===== config.mk =====
export PLATFORM = sky130hd
export DESIGN_NAME = swr_recorder
export DESIGN_NICKNAME = d
export VERILOG_FILES = /design/src/rtl/swr_pkg.sv /design/src/rtl/swr_recorder.sv
export SDC_FILE = /design/constraint.sdc
export NUM_CORES = 2
export LEC_CHECK = 0
export ABC_AREA = 1
export BUFFER_PORTS_ARGS = -buffer_cell sky130_fd_sc_hd__buf_4
export CAP_MARGIN = 30
export CORE_MARGIN = 5
export CORE_UTILIZATION = 34
export CTS_CLUSTER_DIAMETER = 50
export DETAILED_ROUTE_END_ITERATION = 8
export HOLD_SLACK_MARGIN = 0.06
export SYNTH_ARGS = -nofsm -noshare
export SYNTH_HDL_FRONTEND = slang
export SYNTH_SLANG_ARGS = --single-unit

===== constraint.sdc =====
create_clock -name clk -period 55.6 [get_ports clk]
set_input_delay 2.78 -clock clk [delete_from_list [all_inputs] [get_ports clk]]
set_output_delay 2.78 -clock clk [all_outputs]
set_load 0.01 [all_outputs]

===== src/rtl/swr_pkg.sv =====
package swr_pkg;

  // ****************************************
  // Sizes
  // ****************************************
  localparam int NUM_PAGES = 11;
  localparam int PAGE_W = 4;
  localparam int RANK_W = 4;
  localparam int TIME_W = 32;
  localparam int SI_W = 16;
  localparam int DATA_W = 16;
  localparam int PTR_W = 16;

  // ****************************************
  // Timing
  // ****************************************
  localparam int CLK_PERIOD_NS = 25;
  localparam int SEC_NS = 1_000_000_000;
  localparam int TICK_CYC = SEC_NS / CLK_PERIOD_NS;
  localparam int SAMPLE_HZ = 100;
  localparam int CAPTURE_S = 360;
  localparam int PRE_S = 30;
  localparam int POST_S = 330;
  localparam int CAP_SAMP = CAPTURE_S * SAMPLE_HZ;
  localparam int PRE_SAMP = PRE_S * SAMPLE_HZ;
  localparam int POST_SAMP = POST_S * SAMPLE_HZ;

  // ****************************************
  // Reset values and header encodings
  // ****************************************
  // Time is seconds elapsed since 00:00:00 on January 1, 2050.
  localparam logic [TIME_W-1:0] TIME_EPOCH = 32'h0000_0000;
  localparam logic [RANK_W-1:0] RANK_NEW = 4'h1;
  localparam logic [PAGE_W-1:0] PAGE_RESET = 4'h0;

  typedef struct packed {
    logic valid;
    logic [RANK_W-1:0] rank;
    logic [TIME_W-1:0] trig_time;
    logic [SI_W-1:0] trig_si;
    logic [PTR_W-1:0] start;
  } swr_hdr_t;

  typedef struct packed {
    logic valid;
    logic [DATA_W-1:0] accel;
    logic [SI_W-1:0] si;
  } swr_sample_t;

  typedef struct packed {
    logic en;
    logic [PAGE_W-1:0] page;
    logic [PTR_W-1:0] addr;
    logic [DATA_W-1:0] data;
  } swr_wr_t;

  typedef enum logic [2:0] {
    ST_FILL = 3'b001,
    ST_CAP = 3'b010,
    ST_FORCE = 3'b100
  } swr_state_t;

endpackage : swr_pkg


===== src/rtl/swr_recorder.sv =====
`timescale 1ns/10ps
// Overview of operation
// - With no trigger pending the work page is overwritten continuously and nothing is saved.
// - In threshold mode a trigger is declared when the SI value rises above the threshold.
// - After a trigger the work page captures 360 s around the trigger point and is then saved.
// - On completion the page is kept and the lowest invalid page, or if none the stored page with the oldest trigger time, becomes the work page.
// - On completion the new page gets rank 1 and every other stored page drops one rank.
// - If SI is already above threshold when a new work page starts, that instant triggers a 360 s post capture.
// - Each of the eleven pages carries a header with trigger time, trigger SI value and rank.
// - Forced recording is taken only in standby and captures 360 s from the start trigger.
// - A new forced start during a forced recording restarts the capture from that moment.
// - On loss of clock data time returns to 00:00:00 January 1 2050 and minor failure holds until time is set.
// - On loss of waveform storage every recorded page is marked invalid.
// - From reset the block stays in minor failure until the clock is set.
// - Headers and work page selection stay fixed during a capture unless waveform storage is lost; other recording waits.
// - A threshold capture other than a fresh-page trigger holds 30 s before the trigger point and 330 s after it.
module swr_recorder #(
  parameter int TICK_CYCLES = swr_pkg::TICK_CYC
) (
  input wire logic clk,
  input wire logic resetn,
  input wire logic ce,
  input wire swr_pkg::swr_sample_t smp,
  input wire logic [swr_pkg::SI_W-1:0] thresh,
  input wire logic standby,
  input wire logic force_start,
  input wire logic clk_lost,
  input wire logic wave_lost,
  input wire logic time_wr,
  input wire logic [swr_pkg::TIME_W-1:0] time_val,
  input wire logic [swr_pkg::PAGE_W-1:0] hdr_sel,
  output swr_pkg::swr_wr_t wr,
  output swr_pkg::swr_hdr_t hdr_out,
  output logic [swr_pkg::PAGE_W-1:0] work_page,
  output logic busy,
  output logic minor_fail,
  output logic [swr_pkg::TIME_W-1:0] cur_time
);
  import swr_pkg::*;

  // ****************************************
  // State
  // ****************************************
  typedef struct packed {
    swr_state_t st;
    swr_hdr_t [NUM_PAGES-1:0] hdr;
    logic [PAGE_W-1:0] work;
    logic [PTR_W-1:0] wptr;
    logic [PTR_W-1:0] post;
    logic [PTR_W-1:0] start;
    logic above;
    logic fresh;
    logic [TIME_W-1:0] now;
    logic [31:0] tick;
    logic minor;
    logic [TIME_W-1:0] ttime;
    logic [SI_W-1:0] tsi;
    swr_wr_t wr;
  } swr_regs_t;

  swr_regs_t q;
  swr_regs_t d;
  logic above_now;
  logic auto_trig;
  logic save;

  // Invalid pages are taken first, since they hold nothing worth keeping.
  function automatic logic [PAGE_W-1:0] oldest_page(input swr_hdr_t [NUM_PAGES-1:0] h,
                                                     input logic [PAGE_W-1:0] skip);
    logic [PAGE_W-1:0] best;
    logic found;
    logic best_inv;
    best = PAGE_RESET;
    found = 1'b0;
    best_inv = 1'b0;
    for (int i = 0; i < NUM_PAGES; i++) begin
      if (PAGE_W'(i) != skip) begin
        if (!h[i].valid && !best_inv) begin
          best = PAGE_W'(i);
          best_inv = 1'b1;
          found = 1'b1;
        end else if (h[i].valid && !best_inv && (!found || h[i].trig_time < h[best].trig_time)) begin
          best = PAGE_W'(i);
          found = 1'b1;
        end
      end
    end
    return best;
  endfunction : oldest_page

  function automatic logic [PTR_W-1:0] back_pre(input logic [PTR_W-1:0] p);
    if (p >= PTR_W'(PRE_SAMP)) begin
      return p - PTR_W'(PRE_SAMP);
    end
    return p + PTR_W'(CAP_SAMP - PRE_SAMP);
  endfunction : back_pre

  assign above_now = smp.si > thresh;
  assign auto_trig = (q.st == ST_FILL) && !standby && above_now && (!q.above || q.fresh);
  assign save = (q.st != ST_FILL) && smp.valid && (q.post == PTR_W'(1));

  // ****************************************
  // Next state
  // ****************************************
  always_comb begin
    d = q;
    d.wr.en = 1'b0;
    d.above = above_now;
    if (q.tick == TICK_CYCLES - 1) begin
      d.tick = '0;
      d.now = q.now + TIME_W'(1);
    end else begin
      d.tick = q.tick + 32'h1;
    end
    if (clk_lost) begin
      d.now = TIME_EPOCH;
      d.minor = 1'b1;
    end else if (time_wr) begin
      d.now = time_val;
      d.minor = 1'b0;
    end
    if (smp.valid) begin
      d.wr.en = 1'b1;
      d.wr.page = q.work;
      d.wr.addr = q.wptr;
      d.wr.data = smp.accel;
      d.wptr = (q.wptr == PTR_W'(CAP_SAMP - 1)) ? '0 : q.wptr + PTR_W'(1);
    end
    case (q.st)
      ST_FILL: begin
        if (standby && force_start) begin
          d.st = ST_FORCE;
          d.start = q.wptr;
          d.post = PTR_W'(CAP_SAMP);
          d.ttime = q.now;
          d.tsi = smp.si;
        end else if (auto_trig) begin
          d.st = ST_CAP;
          d.ttime = q.now;
          d.tsi = smp.si;
          if (q.fresh) begin
            d.start = q.wptr;
            d.post = PTR_W'(CAP_SAMP);
          end else begin
            d.start = back_pre(q.wptr);
            d.post = PTR_W'(POST_SAMP);
          end
        end
        d.fresh = 1'b0;
      end
      ST_CAP, ST_FORCE: begin
        if (q.st == ST_FORCE && force_start) begin
          d.start = q.wptr;
          d.post = PTR_W'(CAP_SAMP);
          d.ttime = q.now;
          d.tsi = smp.si;
        end else if (save) begin
          for (int i = 0; i < NUM_PAGES; i++) begin
            if (q.hdr[i].valid) begin
              d.hdr[i].rank = q.hdr[i].rank + RANK_W'(1);
            end
          end
          d.hdr[q.work] = '{valid: 1'b1, rank: RANK_NEW, trig_time: q.ttime, trig_si: q.tsi,
                            start: q.start};
          d.work = oldest_page(q.hdr, q.work);
          d.hdr[d.work].valid = 1'b0;
          d.wptr = '0;
          d.fresh = 1'b1;
          d.st = ST_FILL;
        end else if (smp.valid) begin
          d.post = q.post - PTR_W'(1);
        end
      end
      default: begin
        d.st = ST_FILL;
      end
    endcase
    if (wave_lost) begin
      for (int i = 0; i < NUM_PAGES; i++) begin
        d.hdr[i].valid = 1'b0;
      end
    end
  end

  always_ff @(posedge clk) begin
    if (!resetn) begin
      q <= '0;
      q.st <= ST_FILL;
      q.work <= PAGE_RESET;
      q.now <= TIME_EPOCH;
      q.minor <= 1'b1;
      q.fresh <= 1'b1;
    end else if (ce) begin
      q <= d;
    end
  end

  assign wr = q.wr;
  assign hdr_out = q.hdr[hdr_sel];
  assign work_page = q.work;
  assign busy = q.st != ST_FILL;
  assign minor_fail = q.minor;
  assign cur_time = q.now;
endmodule : swr_recorder


==> flow_summary.json <==
{
  "power_density_mw_per_mm2": 28.0,
  "io_buffers": 236,
  "grt_setup_unrepaired": "no",
  "drcViolationCount": 0,
  "p_sw_w": 0.000613,
  "syn-instance-count": 9369,
  "worst_setup_path_start_kind": "register",
  "seq_area_frac_synth": 0.309,
  "start_util": 0.341,
  "p_int_w": 0.00136,
  "fin_ws_ps": 19520,
  "ys_ff_latch": 966,
  "post-route-period-util": 0.649,
  "ant_nets": 0,
  "grt-ovfl-total": 0,
  "cts.clk_slew.worst_paths_ps": 60,
  "max_slew_margin": 0.226,
  "maxCapViolCount": 0,
  "async_flop_share": 0,
  "period_needed_ps": 36080,
  "crit_slowest_cell": "o21ai_0",
  "drv_slew": 0,
  "ctsHoldBuffers": 0,
  "timing.critical_path.required_ps": 56300,
  "power_frac_comb": 0.144,
  "die_y_um": 439,
  "synth.distinct_cells": 53,
  "ys_warn_count": 0,
  "slowest_delay_ps": 870,
  "grt_pass1_vias": 63500,
  "io_pins": 237,
  "grt_max_degree": 180,
  "synth-main-ff-cell": "dfxtp_1",
  "grt_pass1_wl_um": 414000,
  "drt_first_pass_iters": 8,
  "synthXorXnorAreaFrac": 0.00743,
  "yosys.area.top_type": "dfxtp_1",
  "synthAdderAreaFrac": 0.0689,
  "gp_congestion": 1.00,
  "coreArea_mm2": 0.183,
  "worst_pin_slew_ps": 1160,
  "topRoutingLayerUsed": "met5",
  "root_buffer": "clkbuf_16",
  "via_count": 68400,
  "synth_top_family_by_area": "compound AO/OA/AOI/OAI gates",
  "post-place-ws_ps": 20700,
  "finalSetupViolCount": 0,
  "cts_made_buffers": 141,
  "drive_gt1_frac": 0.0748,
  "sw_frac_of_total": 0.310,
  "cp.arrival_ps": 36780,
  "wl_met3_um": 26700,
  "synthSimpleGateAreaFrac": 0.161,
  "seqCellArea_mm2": 0.0193,
  "clk_latency_ps": 810,
  "synthesis.nets": 9806,
  "synth.top_cells.by_area": "dfxtp_1, a21oi_1, o21ai_0, ha_1, nand2_1",
  "instances_no_fill": 11700,
  "wl_met1_um": 116000,
  "synth_edf_count": 0,
  "hp-class": "reg -> reg",
  "cp-end-kind": "register",
  "ctsResizeCount": 0,
  "synth_mux_area_frac": 0.000540,
  "outcome": "finished, final reports clean",
  "max-clock-path-buffers": 3,
  "avgSynthCellArea_um2": 6.67,
  "seqPwrFrac": 0.372,
  "crit_top_cell": "nand2_1",
  "die_area_mm2": 0.193,
  "cts_setup_buffers": 0,
  "area_growth_pct": 13.1,
  "synth_compound_area_frac": 0.344,
  "pwr-share-clk": 0.484,
  "row_count": 157,
  "leakage_nw": 27.2,
  "wl_per_cell_um": 24.1,
  "clock_sinks": 966,
  "yosys.area.top_type_share": 0.309,
  "die_x_um": 439,
  "avgViaCountPerCell": 5.87,
  "dr_wl_met2_um": 124000,
  "fmax_ghz": 0.0277,
  "nFillCells": 19400,
  "final_util": 0.386,
  "setup-tns-final_ps": 0,
  "placedCellCount": 11400,
  "place_hpwl_um": 188000,
  "multi_input_area_mm2": 0.0366,
  "netlist_area_mm2": 0.0625,
  "fin_nets": 9515,
  "drt_iter0_drc": 8017,
  "cts.htree.levels": 4,
  "antenna_found_initial": 8,
  "crit_fanout": 105,
  "ir_drop_mv": 0.0252,
  "track_usage": 0.278,
  "skew_ps": 54.6,
  "tritoncts": "built",
  "hold_viol_final": 0,
  "critical_path_class": "reg -> reg",
  "drt_wl_total_um": 281000
}
state kept, by name, summed over array words and instances, names as in the netlist:
signal	flops
q	892
work_page	4
wr	37
minor_fail	1
cur_time	32
metrics by stage:
| step | instance area (um2) | hold WS (ps) | total power [W] |
|---|---|---|---|
| after floorplan | 62500 | 430 | 0.000912 |
| after global placement | 65100 | 441 | 0.00102 |
| after detailed placement | 65400 | 440 | 0.00103 |
| after CTS | 70500 | 453 | 0.00198 |
| after global routing | 70700 | 467 | 0.00204 |
| final | 70700 | 454 | 0.00198 |
worst paths after layout:
path,cells past startpoint,slack [ps],startpoint,endpoint
max,143,19520,q[251],q[686]
min,2,450,q[233],q[233]
max reg2reg,143,19520,q[251],q[686]
min reg2reg,2,450,q[233],q[233]
logic make-up after synthesis:
family                   count (synthesis)
AND/OR/NAND/NOR                       2451
flip-flops                             966
multiplexers                             3
XOR/XNOR                                53
buffers and inverters                 1742
adder cells (fa/ha/maj)                344
AO/OA/AOI/OAI                         3810
cell type report:
cell class / count / share of cell area
Clock buffer: 182 / 0.0559
Sequential cell: 966 / 0.273
Tap cell: 2464 / 0.0436
Multi-Input combinational cell: 6661 / 0.517
Timing Repair Buffer: 366 / 0.0439
Antenna cell: 1 / 0.0000354
Inverter: 942 / 0.0505
Clock inverter: 77 / 0.0155
layer usage:
layer,vias up,GRT usage
met4,8,0.128
met5,-,0
met3,699,0.0564
met2,3616,0.438
li1,32000,-
met1,32100,0.366
critical path, delay by kind of cell, from the launching register on:
kind | cells | cell delay [ps]
flip-flops | 1 | 460
AND/OR/NAND/NOR | 71 | 11910
adder cells (fa/ha/maj) | 10 | 3040
buffers and inverters | 21 | 9830
AO/OA/AOI/OAI | 41 | 9910
power by group through the flow:
| stage | logic (W) | clock network [W] | registers [W] |
|---|---|---|---|
| 3_3_place_gp | 0.000274 | 0 | 0.000749 |
| 2_1_floorplan | 0.000179 | 0 | 0.000733 |
| 3_5_place_dp | 0.000277 | 0 | 0.000749 |
| 5_1_grt | 0.000309 | 0.000999 | 0.000736 |
| 4_1_cts | 0.000279 | 0.000970 | 0.000734 |
| 6_report | 0.000285 | 0.000957 | 0.000735 |
cells in the mapped netlist (4+ instances only):
master	instances
a2111oi_0	11
a211oi_1	400
a21oi_1	1465
a221oi_1	5
a22oi_1	28
a2bb2oi_1	5
a31oi_1	87
a32o_1	58
a32oi_1	38
and3_1	4
buf_1	65
buf_4	75
clkbuf_1	660
clkinv_1	17
dfxtp_1	966
ha_1	344
inv_1	917
inv_2	8
nand2_1	1071
nand2_2	8
nand3_1	316
nand3_2	4
nand4_1	56
nor2_1	873
nor3_1	74
nor4_1	24
o211ai_1	163
o21a_1	14
o21ai_0	1419
o21ai_1	8
o221a_2	4
o221ai_1	31
o22ai_1	36
o31ai_1	26
or2_2	4
xnor2_1	11
xor2_1	42
cells in the final DEF, fill, tap and decap left out, types with 15 or more instances in the layout:
cell,count
inv_1,909
clkinv_2,15
xor2_1,42
o21ai_0,1411
nor3_1,74
a32oi_1,38
nand2_1,1063
buf_4,337
a31oi_1,87
a21oi_1,1465
nor4_1,24
o22ai_1,36
clkbuf_1,15
a211oi_1,400
o31ai_1,26
o221ai_1,31
nand4_1,56
o211ai_1,163
a32o_1,58
dfxtp_1,966
clkbuf_16,142
ha_1,344
o21ai_1,16
a22oi_1,28
clkbuf_8,26
nand3_1,312
nor2_1,862
No activity file was read; power rests on OpenSTA's default activity.
